**config.mk**
```make
export PLATFORM = sky130hd
export DESIGN_NAME = ulf_line_format
export DESIGN_NICKNAME = d
export VERILOG_FILES = /design/src/logic/ulf_pkg.sv /design/src/logic/ulf_baud_gen.sv /design/src/logic/ulf_line_format.sv
export SDC_FILE = /design/constraint.sdc
export NUM_CORES = 1
export LEC_CHECK = 0
export BUFFER_PORTS_ARGS = -buffer_cell sky130_fd_sc_hd__buf_2
export CAP_MARGIN = 0
export CORE_MARGIN = 5
export CORE_UTILIZATION = 64
export CTS_CLUSTER_DIAMETER = 30
export DETAILED_ROUTE_END_ITERATION = 12
export GPL_TIMING_DRIVEN = 0
export HOLD_SLACK_MARGIN = 0.05
export PLACE_DENSITY = 0.86
export SYNTH_ARGS = -nofsm -noshare
export SYNTH_HDL_FRONTEND = slang
export SYNTH_SLANG_ARGS = --single-unit
```
**constraint.sdc**
```tcl
create_clock -name clock_i -period 10.58 [get_ports clock_i]
set_input_delay 1.058 -clock clock_i [delete_from_list [all_inputs] [get_ports clock_i]]
set_output_delay 1.058 -clock clock_i [all_outputs]
set_load 0.02 [all_outputs]
```
**src/logic/ulf_pkg.sv**
```systemverilog
/*
 * package for the uart line format control block: register offsets,
 * field positions, reset values, tick counts, state codes and the
 * format decoding shared by transmit and receive.
 * assumes a 32-bit apb with byte addresses and one word per register.
 */
`default_nettype none

package ulf_pkg;

   // =========================================================
   // register map (byte addresses)
   localparam logic [7:0] OFF_DATA = 8'h00;
   localparam logic [7:0] OFF_LFC = 8'h04;
   localparam logic [7:0] OFF_MIC = 8'h08;
   localparam logic [7:0] OFF_STAT = 8'h0C;
   localparam logic [7:0] OFF_DIVLO = 8'h10;
   localparam logic [7:0] OFF_DIVHI = 8'h14;
   localparam logic [7:0] OFF_EFM = 8'h18;

   // =========================================================
   // reset values
   localparam logic [7:0] LFC_RST = 8'h00;
   localparam logic [7:0] MIC_RST = 8'h00;
   localparam logic [7:0] DIV_RST = 8'h00;
   localparam logic [7:0] EFM_RST = 8'h00;

   // =========================================================
   // line_format_control fields
   localparam int DIVISOR_ACCESS_BIT = 7;
   localparam int LINE_BREAK_BIT = 6;
   localparam int PARITY_SELECT_HI = 5;
   localparam int PARITY_SELECT_LO = 3;
   localparam int STOP_LENGTH_BIT = 2;
   localparam int WORD_LENGTH_HI = 1;
   localparam int WORD_LENGTH_LO = 0;

   // modem_interface_control fields
   localparam int CLOCK_PRESCALE_SELECT = 7;
   localparam int INFRARED_ROUTE_ENABLE = 6;

   // status register fields
   localparam int ST_RX_READY = 0;
   localparam int ST_OVERRUN = 1;
   localparam int ST_PARITY_ERR = 2;
   localparam int ST_FRAMING_ERR = 3;
   localparam int ST_HOLD_EMPTY = 4;
   localparam int ST_TX_IDLE = 5;

   // =========================================================
   // timing counts: prescale in clocks, the rest in 16x ticks
   localparam logic [1:0] PRESCALE_LAST = 2'h3;
   localparam logic [3:0] BIT_LAST = 4'hF;
   localparam logic [3:0] HALF_BIT_LAST = 4'h7;
   localparam logic [3:0] IR_PULSE_TICKS = 4'h3;
   localparam logic [4:0] IR_HOLD_TICKS = 5'h10;
   localparam logic [4:0] STOP1_LAST = 5'h0F;
   localparam logic [4:0] STOP15_LAST = 5'h17;
   localparam logic [4:0] STOP2_LAST = 5'h1F;

   // =========================================================
   // state codes
   typedef enum logic [4:0] {
      TX_IDLE = 5'h01,
      TX_START = 5'h02,
      TX_DATA = 5'h04,
      TX_PAR = 5'h08,
      TX_STOP = 5'h10
   } ulf_tx_state_t;

   typedef enum logic [4:0] {
      RX_IDLE = 5'h01,
      RX_START = 5'h02,
      RX_DATA = 5'h04,
      RX_PAR = 5'h08,
      RX_STOP = 5'h10
   } ulf_rx_state_t;

   // =========================================================
   // format decoding
   // number of data bits, 5 to 8
   function automatic logic [3:0] ulf_word_bits(input logic [1:0] wl);
      return 4'h5 + {2'h0, wl};
   endfunction : ulf_word_bits

   // mask of the data bits in use
   function automatic logic [7:0] ulf_word_mask(input logic [1:0] wl);
      return 8'hFF >> (3'h3 - {1'h0, wl});
   endfunction : ulf_word_mask

   // last tick index of the stop period
   function automatic logic [4:0] ulf_stop_last(input logic stop, input logic [1:0] wl);
      if (!stop) begin
         return STOP1_LAST;
      end
      if (wl == 2'h0) begin
         return STOP15_LAST;
      end
      return STOP2_LAST;
   endfunction : ulf_stop_last

   // parity bit for masked data: odd, even, forced one, forced zero
   function automatic logic ulf_parity(input logic [7:0] d, input logic [1:0] mode);
      case (mode)
         2'h0: return ~(^d);
         2'h1: return ^d;
         2'h2: return 1'b1;
         default: return 1'b0;
      endcase
   endfunction : ulf_parity

endpackage : ulf_pkg

`default_nettype wire

```
**src/logic/ulf_baud_gen.sv**
```systemverilog
/*
 * baud tick generator: optional divide by 4 prescale, then the
 * 16-bit divisor, giving a one-cycle 16x oversampling tick.
 * assumes one clock; a divisor of zero acts as one.
 */
`timescale 1ns/1ns
`default_nettype none

module ulf_baud_gen
   import ulf_pkg::*;
(
   input wire logic clock_i,          // system clock
   input wire logic rst_n_i,          // async reset, active low
   input wire logic prescale_sel_i,   // 1 divides clock by 4
   input wire logic [15:0] divisor_i, // baud divisor
   output logic tick_o                // 16x tick, one cycle
);

   // =========================================================
   // prescale and divisor
   logic [1:0] pre_cnt_r;
   logic [15:0] div_cnt_r;
   logic tick_r;
   wire pre_en = prescale_sel_i ? (pre_cnt_r == PRESCALE_LAST) : 1'b1;
   wire [15:0] div_last = (divisor_i == 16'h0000) ? 16'h0000 : divisor_i - 16'h0001;
   wire div_wrap = pre_en && (div_cnt_r >= div_last);

   // counters run free; tick at each divisor wrap
   always_ff @(posedge clock_i or negedge rst_n_i) begin
      if (!rst_n_i) begin
         pre_cnt_r <= 2'h0;
         div_cnt_r <= 16'h0000;
         tick_r <= 1'b0;
      end else begin
         pre_cnt_r <= pre_cnt_r + 2'h1;
         if (pre_en) begin
            div_cnt_r <= div_wrap ? 16'h0000 : div_cnt_r + 16'h0001;
         end
         tick_r <= div_wrap;
      end
   end

   assign tick_o = tick_r;

endmodule : ulf_baud_gen

`default_nettype wire

```
**src/logic/ulf_line_format.sv**
```systemverilog
/*
 * uart line format control: apb register file, character framing
 * for transmit and receive, line break, clock prescale and the
 * infrared encoder and decoder.
 * assumes apb signals and serial inputs synchronous to clock_i.
 */
`timescale 1ns/1ns
`default_nettype none

// Functional notes
// - divisor-access bit exposes divisor and enhanced registers
// - break bit holds serial output low outside infrared mode (tx_o stays high while infrared is on)
// - parity: off, odd, even, forced one, forced zero
// - stop bits: one, one and half, two
// - word length five to eight bits
// - reset clears all line format bits
// - prescale select divides clock by four
// - infrared bit routes serial through encoder, decoder
// - infrared output low while idle
module ulf_line_format
   import ulf_pkg::*;
(
   input wire logic clock_i,          // system clock, 125 MHz
   input wire logic rst_n_i,          // async reset, active low
   input wire logic psel_i,           // apb select
   input wire logic penable_i,        // apb enable
   input wire logic pwrite_i,         // apb direction
   input wire logic [7:0] paddr_i,    // apb byte address
   input wire logic [31:0] pwdata_i,  // apb write data
   output logic [31:0] prdata_o,      // apb read data
   output logic pready_o,             // apb ready
   output logic pslverr_o,            // apb error
   output logic tx_o,                 // serial transmit
   input wire logic rx_i,             // serial receive
   output logic ir_tx_o,              // infrared transmit
   input wire logic ir_rx_i           // infrared receive pulse
);

   // =========================================================
   // registers
   logic [7:0] lfc_r;
   logic [7:0] mic_r;
   logic [7:0] div_lo_r;
   logic [7:0] div_hi_r;
   logic [7:0] efm_r;
   logic [31:0] prdata_r;
   logic [7:0] hold_r;
   logic hold_full_r;
   logic [7:0] rx_data_r;
   logic rx_ready_r;
   logic overrun_r;
   logic par_err_r;
   logic frame_err_r;

   // format fields
   wire dab = lfc_r[DIVISOR_ACCESS_BIT];
   wire brk = lfc_r[LINE_BREAK_BIT];
   wire [2:0] psf = lfc_r[PARITY_SELECT_HI:PARITY_SELECT_LO];
   wire par_en = psf[0];
   wire [1:0] par_mode = psf[2:1];
   wire stop_len = lfc_r[STOP_LENGTH_BIT];
   wire [1:0] wl = lfc_r[WORD_LENGTH_HI:WORD_LENGTH_LO];
   wire ir_en = mic_r[INFRARED_ROUTE_ENABLE];
   wire [3:0] nbits = ulf_word_bits(wl);
   wire [4:0] stop_last = ulf_stop_last(stop_len, wl);

   // =========================================================
   // apb decode
   wire setup = psel_i && !penable_i;
   wire acc = psel_i && penable_i;
   wire hit_data = (paddr_i == OFF_DATA);
   wire hit_lfc = (paddr_i == OFF_LFC);
   wire hit_mic = (paddr_i == OFF_MIC);
   wire hit_stat = (paddr_i == OFF_STAT);
   wire hit_dlo = (paddr_i == OFF_DIVLO);
   wire hit_dhi = (paddr_i == OFF_DIVHI);
   wire hit_efm = (paddr_i == OFF_EFM);
   wire hidden_ok = dab;
   wire mapped = hit_data || hit_lfc || hit_mic || hit_stat
              || ((hit_dlo || hit_dhi || hit_efm) && hidden_ok);
   wire wr = acc && pwrite_i && mapped;
   wire rd = acc && !pwrite_i && mapped;
   wire wr_data = wr && hit_data;
   wire rd_data = rd && hit_data;
   wire rd_stat = rd && hit_stat;

   // status word
   logic tx_idle;
   wire [7:0] stat = {2'h0, tx_idle, !hold_full_r, frame_err_r,
                      par_err_r, overrun_r, rx_ready_r};

   // read mux; hidden registers read as zero
   wire [7:0] rd_mux =
      hit_data ? rx_data_r :
      hit_lfc ? lfc_r :
      hit_mic ? mic_r :
      hit_stat ? stat :
      (hit_dlo && hidden_ok) ? div_lo_r :
      (hit_dhi && hidden_ok) ? div_hi_r :
      (hit_efm && hidden_ok) ? efm_r : 8'h00;

   assign pready_o = 1'b1;
   assign pslverr_o = acc && !mapped;
   assign prdata_o = prdata_r;

   // configuration writes in access phase; read data capture in setup phase
   always_ff @(posedge clock_i or negedge rst_n_i) begin
      if (!rst_n_i) begin
         lfc_r <= LFC_RST;
         mic_r <= MIC_RST;
         div_lo_r <= DIV_RST;
         div_hi_r <= DIV_RST;
         efm_r <= EFM_RST;
         prdata_r <= 32'h00000000;
      end else begin
         if (setup) begin
            prdata_r <= {24'h000000, rd_mux};
         end
         if (wr && hit_lfc) begin
            lfc_r <= pwdata_i[7:0];
         end
         if (wr && hit_mic) begin
            mic_r <= pwdata_i[7:0];
         end
         if (wr && hit_dlo) begin
            div_lo_r <= pwdata_i[7:0];
         end
         if (wr && hit_dhi) begin
            div_hi_r <= pwdata_i[7:0];
         end
         if (wr && hit_efm) begin
            efm_r <= pwdata_i[7:0];
         end
      end
   end

   // =========================================================
   // baud tick
   logic tick;

   ulf_baud_gen u_baud (
      .clock_i(clock_i),
      .rst_n_i(rst_n_i),
      .prescale_sel_i(mic_r[CLOCK_PRESCALE_SELECT]),
      .divisor_i({div_hi_r, div_lo_r}),
      .tick_o(tick)
   );

   // =========================================================
   // transmitter
   ulf_tx_state_t tx_st_r, tx_st_nxt;
   logic [4:0] tx_cnt_r;
   logic [2:0] tx_bit_r;
   logic [7:0] tx_sh_r;
   logic tx_par_r;
   logic tx_bit;

   wire tx_take = (tx_st_r == TX_IDLE) && hold_full_r;
   wire tx_bit_end = tick && (tx_cnt_r[3:0] == BIT_LAST);
   wire tx_last_data = ({1'h0, tx_bit_r} == nbits - 4'h1);
   wire tx_stop_end = tick && (tx_cnt_r == stop_last);
   wire [7:0] hold_masked = hold_r & ulf_word_mask(wl);

   // next state of the framing sequence
   always_comb begin
      tx_st_nxt = tx_st_r;
      case (tx_st_r)
         TX_IDLE: begin
            if (tx_take) tx_st_nxt = TX_START;
         end
         TX_START: begin
            if (tx_bit_end) tx_st_nxt = TX_DATA;
         end
         TX_DATA: begin
            if (tx_bit_end && tx_last_data) begin
               tx_st_nxt = par_en ? TX_PAR : TX_STOP;
            end
         end
         TX_PAR: begin
            if (tx_bit_end) tx_st_nxt = TX_STOP;
         end
         TX_STOP: begin
            if (tx_stop_end) tx_st_nxt = TX_IDLE;
         end
         default: tx_st_nxt = TX_IDLE;
      endcase
   end

   // line level of the current bit
   always_comb begin
      case (tx_st_r)
         TX_START: tx_bit = 1'b0;
         TX_DATA: tx_bit = tx_sh_r[tx_bit_r];
         TX_PAR: tx_bit = tx_par_r;
         default: tx_bit = 1'b1;
      endcase
   end

   assign tx_idle = (tx_st_r == TX_IDLE);

   // bit timing, shift data and holding register
   always_ff @(posedge clock_i or negedge rst_n_i) begin
      if (!rst_n_i) begin
         tx_st_r <= TX_IDLE;
         tx_cnt_r <= 5'h00;
         tx_bit_r <= 3'h0;
         tx_sh_r <= 8'h00;
         tx_par_r <= 1'b0;
         hold_r <= 8'h00;
         hold_full_r <= 1'b0;
      end else begin
         tx_st_r <= tx_st_nxt;
         if (tx_take) begin
            tx_sh_r <= hold_masked;
            tx_par_r <= ulf_parity(hold_masked, par_mode);
            tx_cnt_r <= 5'h00;
            tx_bit_r <= 3'h0;
         end else if (tx_bit_end && (tx_st_r != TX_STOP)) begin
            tx_cnt_r <= 5'h00;
            if (tx_st_r == TX_DATA) tx_bit_r <= tx_bit_r + 3'h1;
         end else if (tick) begin
            tx_cnt_r <= tx_cnt_r + 5'h01;
         end
         // a write while the holding register is full is dropped
         if (wr_data && !hold_full_r) begin
            hold_r <= pwdata_i[7:0];
            hold_full_r <= 1'b1;
         end else if (tx_take) begin
            hold_full_r <= 1'b0;
         end
      end
   end

   // =========================================================
   // infrared encoder and output pins
   logic [3:0] ir_ph_r;
   logic ir_tx_r;
   logic tx_r;
   wire line_out = brk ? 1'b0 : tx_bit;

   // pulse in the first ticks of each low bit; idle stays low
   always_ff @(posedge clock_i or negedge rst_n_i) begin
      if (!rst_n_i) begin
         ir_ph_r <= 4'h0;
         ir_tx_r <= 1'b0;
         tx_r <= 1'b1;
      end else begin
         if (tx_take) begin
            ir_ph_r <= 4'h0;
         end else if (tick) begin
            ir_ph_r <= ir_ph_r + 4'h1;
         end
         ir_tx_r <= ir_en && !line_out && (ir_ph_r < IR_PULSE_TICKS);
         tx_r <= ir_en ? 1'b1 : line_out;
      end
   end

   assign tx_o = tx_r;
   assign ir_tx_o = ir_tx_r;

   // =========================================================
   // infrared decoder: each pulse marks one low bit time
   logic [4:0] ir_hold_r;

   always_ff @(posedge clock_i or negedge rst_n_i) begin
      if (!rst_n_i) begin
         ir_hold_r <= 5'h00;
      end else if (ir_rx_i) begin
         ir_hold_r <= IR_HOLD_TICKS;
      end else if (tick && (ir_hold_r != 5'h00)) begin
         ir_hold_r <= ir_hold_r - 5'h01;
      end
   end

   wire ir_line = (ir_hold_r == 5'h00);
   wire rx_line = ir_en ? ir_line : rx_i;

   // =========================================================
   // receiver
   ulf_rx_state_t rx_st_r, rx_st_nxt;
   logic [3:0] rx_cnt_r;
   logic [2:0] rx_bit_r;
   logic [7:0] rx_sh_r;
   logic rx_par_bad_r;

   wire rx_mid = tick && (rx_cnt_r == BIT_LAST);
   wire rx_half = tick && (rx_cnt_r == HALF_BIT_LAST);
   wire rx_last_data = ({1'h0, rx_bit_r} == nbits - 4'h1);
   wire rx_done = rx_mid && (rx_st_r == RX_STOP);
   wire rx_par_exp = ulf_parity(rx_sh_r, par_mode);

   // next state of the character assembly
   always_comb begin
      rx_st_nxt = rx_st_r;
      case (rx_st_r)
         RX_IDLE: begin
            if (!rx_line) rx_st_nxt = RX_START;
         end
         RX_START: begin
            if (rx_half) rx_st_nxt = rx_line ? RX_IDLE : RX_DATA;
         end
         RX_DATA: begin
            if (rx_mid && rx_last_data) begin
               rx_st_nxt = par_en ? RX_PAR : RX_STOP;
            end
         end
         RX_PAR: begin
            if (rx_mid) rx_st_nxt = RX_STOP;
         end
         RX_STOP: begin
            if (rx_mid) rx_st_nxt = RX_IDLE;
         end
         default: rx_st_nxt = RX_IDLE;
      endcase
   end

   // sampling at mid bit
   always_ff @(posedge clock_i or negedge rst_n_i) begin
      if (!rst_n_i) begin
         rx_st_r <= RX_IDLE;
         rx_cnt_r <= 4'h0;
         rx_bit_r <= 3'h0;
         rx_sh_r <= 8'h00;
         rx_par_bad_r <= 1'b0;
      end else begin
         rx_st_r <= rx_st_nxt;
         if (rx_st_r == RX_IDLE) begin
            rx_cnt_r <= 4'h0;
            rx_bit_r <= 3'h0;
            rx_sh_r <= 8'h00;
            rx_par_bad_r <= 1'b0;
         end else if (rx_half && (rx_st_r == RX_START)) begin
            rx_cnt_r <= 4'h0;
         end else if (tick) begin
            rx_cnt_r <= rx_cnt_r + 4'h1;
         end
         if (rx_mid && (rx_st_r == RX_DATA)) begin
            rx_sh_r[rx_bit_r] <= rx_line;
            rx_bit_r <= rx_bit_r + 3'h1;
         end
         if (rx_mid && (rx_st_r == RX_PAR)) begin
            rx_par_bad_r <= (rx_line != rx_par_exp);
         end
      end
   end

   // =========================================================
   // receive data and sticky status; a new event wins over a clear
   always_ff @(posedge clock_i or negedge rst_n_i) begin
      if (!rst_n_i) begin
         rx_data_r <= 8'h00;
         rx_ready_r <= 1'b0;
         overrun_r <= 1'b0;
         par_err_r <= 1'b0;
         frame_err_r <= 1'b0;
      end else begin
         if (rx_done) begin
            rx_data_r <= rx_sh_r;
         end
         if (rx_done) begin
            rx_ready_r <= 1'b1;
         end else if (rd_data) begin
            rx_ready_r <= 1'b0;
         end
         if (rx_done && rx_ready_r && !rd_data) begin
            overrun_r <= 1'b1;
         end else if (rd_stat) begin
            overrun_r <= 1'b0;
         end
         if (rx_done && rx_par_bad_r) begin
            par_err_r <= 1'b1;
         end else if (rd_stat) begin
            par_err_r <= 1'b0;
         end
         if (rx_done && !rx_line) begin
            frame_err_r <= 1'b1;
         end else if (rd_stat) begin
            frame_err_r <= 1'b0;
         end
      end
   end

endmodule : ulf_line_format

`default_nettype wire

```
==> results.py <==
metrics = {
    "status": {
        "status": "finished, final reports clean",
    },
    "timing": {
        "clock_skew_ns": 0.00775,
        "hold_violations": 0,
        "min_period_over_period_pct": 38.9,
        "grt_setup_unrepaired": "no",
        "period_needed_ns": 4.12,
        "layout_setup_ws_ns": 6.46,
        "finalSetupTns_ns": 0,
        "worst_pin_slew_ns": 0.846,
        "slew_headroom_pct": 43.1,
        "setup_viol": 0,
        "drv_slew": 0,
        "fmax_mhz": 243,
    },
    "layout": {
        "n_antenna_cell": 0,
        "final_cells": 1057,
        "fill_cells": 830,
        "area_growth_pct": 14.1,
        "drive_above_1_share_pct": 19.0,
        "nNetsFinal": 949,
    },
    "place": {
        "pre_cts_ws_ns": 6.52,
        "place_congestion": 0.938,
        "placedCellCount": 1025,
        "hpwl_um": 12500,
        "place.port_buffers": 32,
    },
    "synth": {
        "ys.flop_type": "dfrtp_1",
        "syn_area_per_cell_sq_um": 9.86,
        "yosys_warnings": 0,
        "netlist_instances": 801,
        "synthArstFlopShare_pct": 100,
        "synth-seq-cells": 142,
        "synthesis.area_sq_um": 7900,
        "synth-seq-area-share_pct": 45.0,
        "synth-edff-count": 0,
        "yosysUniqueCellTypes": 65,
    },
    "pwr": {
        "power_mw": 1.43,
        "sw_frac_of_total_pct": 28.0,
        "power_switching_uw": 401,
        "p_int_mw": 1.03,
        "clkPwrFrac_pct": 44.0,
        "ir_worst_vdd_uv": 137,
        "p_comb_share_pct": 13.0,
        "power.density_nw_per_um2": 159,
        "p_leak_nw": 4.30,
        "pwr-share-seq_pct": 43.1,
    },
    "die": {
        "die-area_sq_um": 14700,
        "die_h_um": 121,
        "core-area_sq_um": 12100,
        "initial_core_util_pct": 65.5,
        "rows": 40,
        "die_x_um": 121,
        "io_pins": 83,
    },
    "worst_setup_path": {
        "reg2reg_depth": 14,
        "end_kind": "register",
        "rrSetupSlack_ns": 6.46,
        "worstPathArrival_ns": 4.47,
        "cp_max_fo": 10,
        "r2r_start": "div_lo_r[6]",
        "worstPathCellList": "or4_1 -> nor4_1 -> nand2_1 -> nor2_1 -> nand4_1 -> buf_2 -> nand2_1 -> ha_1 -> a2111oi_0 -> o21a_1 -> o21ai_0 -> and2_1 -> clkbuf_1 -> nor2_1",
        "rr_endpoint": "u_baud.div_cnt_r[15]",
        "slowest_stage": "or4_1",
        "required_ns": 10.93,
        "max_stage_delay_ns": 0.62,
        "cp-start-kind": "register",
        "critical_path_class": "reg2reg",
    },
    "clocking": {
        "cts_setup_buffers": 0,
        "clock_sinks": 142,
        "cts_tree": "built",
        "cts.clk_slew.worst_paths_ns": 0.06,
        "cts-resized-gates": 0,
        "htree_levels": 4,
        "hold_buffers": 0,
        "clk_latency_ns": 0.43,
        "cts_root_buffer": "clkbuf_16",
        "clk_path_buf_depth": 2,
        "numCtsBuffers": 17,
    },
    "global_route": {
        "track_usage_pct": 26.0,
        "grt_max_degree": 92,
        "grt_pass1_wl_um": 30100,
        "grt_overflow_total": 0,
        "antenna_found_initial": 0,
        "grt_pass1_vias": 6116,
    },
    "flow_run": {
        "drv_cap": 0,
    },
    "worst_hold_path": {
        "holdPathEnd": "u_baud.pre_cnt_r[0]",
        "min_path_type": "reg2reg",
        "holdPathStages": 1,
        "hold_start": "u_baud.pre_cnt_r[0]",
    },
    "drt": {
        "detail_route.wirelength_um": 18100,
        "avgRoutedWirePerCell_um": 17.1,
        "vias": 6181,
        "drtIter0Drc": 532,
        "via_per_inst": 5.85,
        "post-route-drc-count": 0,
        "ant_nets": 0,
        "first_pass_iters": 5,
    },
}
[critical path: cells and delay by family, from the launching register on]
kind                     cells  cell delay, ns
AO/OA/AOI/OAI                3            0.99
adder cells (fa/ha/maj)      1            0.23
buffers and inverters        2            0.50
flip-flops                   1            0.46
AND/OR/NAND/NOR              8            1.87
[flip-flops by register name, indices dropped and copies added, names as in the netlist, 2 cells and up]
signal and cells:
rx_st_r 5, ir_ph_r 4, efm_r 8, rx_bit_r 3, tx_cnt_r 5, tx_st_r 5
rx_data_r 8, hold_r 8, mic_r 8, u_baud.pre_cnt_r 2, ir_hold_r 5, lfc_r 8
rx_cnt_r 4, tx_sh_r 8, prdata_o 8, div_lo_r 8, rx_sh_r 8, u_baud.div_cnt_r 16
div_hi_r 8, tx_bit_r 3
[metrics by stage]
step | hold WS, ns | instance area (sq um) | utilization, %
finish | 0.434 | 9020 | 74.8
global route | 0.472 | 9020 | 74.8
CTS | 0.430 | 9020 | 74.8
detailed placement | 0.422 | 8390 | 69.6
global placement | 0.416 | 8360 | 69.3
floorplan | 0.401 | 7990 | -
[cell families after synthesis]
group | Yosys count | synth area share [%]
buffers and inverters | 71 | 4.64
AO/OA/AOI/OAI | 131 | 10.5
AND/OR/NAND/NOR | 299 | 18.6
adder cells (fa/ha/maj) | 26 | 4.12
flip-flops | 142 | 45.0
XOR/XNOR | 54 | 6.16
other | 2 | 0.0950
multiplexers | 76 | 10.9
[layout by cell type, fill, tap and decap left out, types with 14 or more instances in the layout]
master,count
mux2i_1,14
buf_4,25
a21oi_1,30
nor2_1,77
o21ai_0,39
inv_1,23
buf_2,36
nor2b_1,22
xor2_1,24
mux2_2,60
clkbuf_1,15
nand3_1,21
conb_1,25
dfrtp_1,139
xnor2_1,29
ha_1,26
clkbuf_16,17
nand2_1,99
[power groups by stage]
stage | Sequential [mW] | Clock (mW) | Combinational [mW]
floorplan | 0.615 | 0 | 0.131
global placement | 0.620 | 0 | 0.170
detailed placement | 0.623 | 0 | 0.181
CTS | 0.615 | 0.632 | 0.186
global route | 0.620 | 0.657 | 0.209
finish | 0.616 | 0.629 | 0.186
[final cells by class]
type	instances	area [sq um]	area share, %
multi-input combinational	611	4060	45.1
clock buffer	17	425	4.72
clock inverter	15	200	2.22
sequential	142	3560	39.4
tap	168	210	2.33
inverter	23	86.3	0.957
buffer	48	280	3.11
timing repair buffer	33	194	2.15
[synthesized netlist by cell type, types with 3 or more instances]
cell,instances,share of area [%]
a211oi_1,5,0.48
a21o_1,5,0.48
a21oi_1,30,1.9
a22o_1,3,0.33
a22oi_1,6,0.57
and2_1,4,0.32
and3_1,5,0.40
and3b_1,3,0.33
buf_1,3,0.14
buf_2,5,0.32
buf_4,25,2.4
clkbuf_1,15,0.71
dfrtp_1,139,44
dfstp_2,3,1.0
ha_1,26,4.1
inv_1,23,1.1
mux2_2,60,8.6
mux2i_1,14,1.8
nand2_1,99,4.7
nand2b_1,8,0.63
nand3_1,21,1.3
nand3b_1,6,0.57
nand4_1,13,1.0
nor2_1,77,3.7
nor2b_1,22,1.7
nor3_1,12,0.76
nor3b_1,7,0.67
nor4_1,8,0.63
o211ai_1,3,0.29
o21ai_0,39,2.5
o21bai_1,4,0.38
o221ai_1,9,1.0
o22ai_1,6,0.48
o31ai_1,3,0.29
xnor2_1,29,3.2
xor2_1,24,2.7
[how the worst max path moves through the flow]
stage                      startpoint              endpoint  slack (ns)  cells past startpoint
after floorplan           div_lo_r[6]  u_baud.div_cnt_r[10]        7.16                     14
after global placement        rst_n_i           rx_cnt_r[1]        6.56                      1
after detailed placement  div_lo_r[6]  u_baud.div_cnt_r[15]        6.52                     15
after CTS                 div_lo_r[6]  u_baud.div_cnt_r[15]        6.42                     14
after global routing      div_lo_r[3]   u_baud.div_cnt_r[9]        6.05                     13
final                     div_lo_r[6]  u_baud.div_cnt_r[15]        6.46                     14
[per-layer routing]
metal | track usage, % | wire length [um]
met5 | 0 | 0
met4 | 10.4 | 471
met3 | 5.22 | 882
met2 | 43.9 | 9090
met1 | 32.8 | 7680
(Power assumes the default switching activity.)
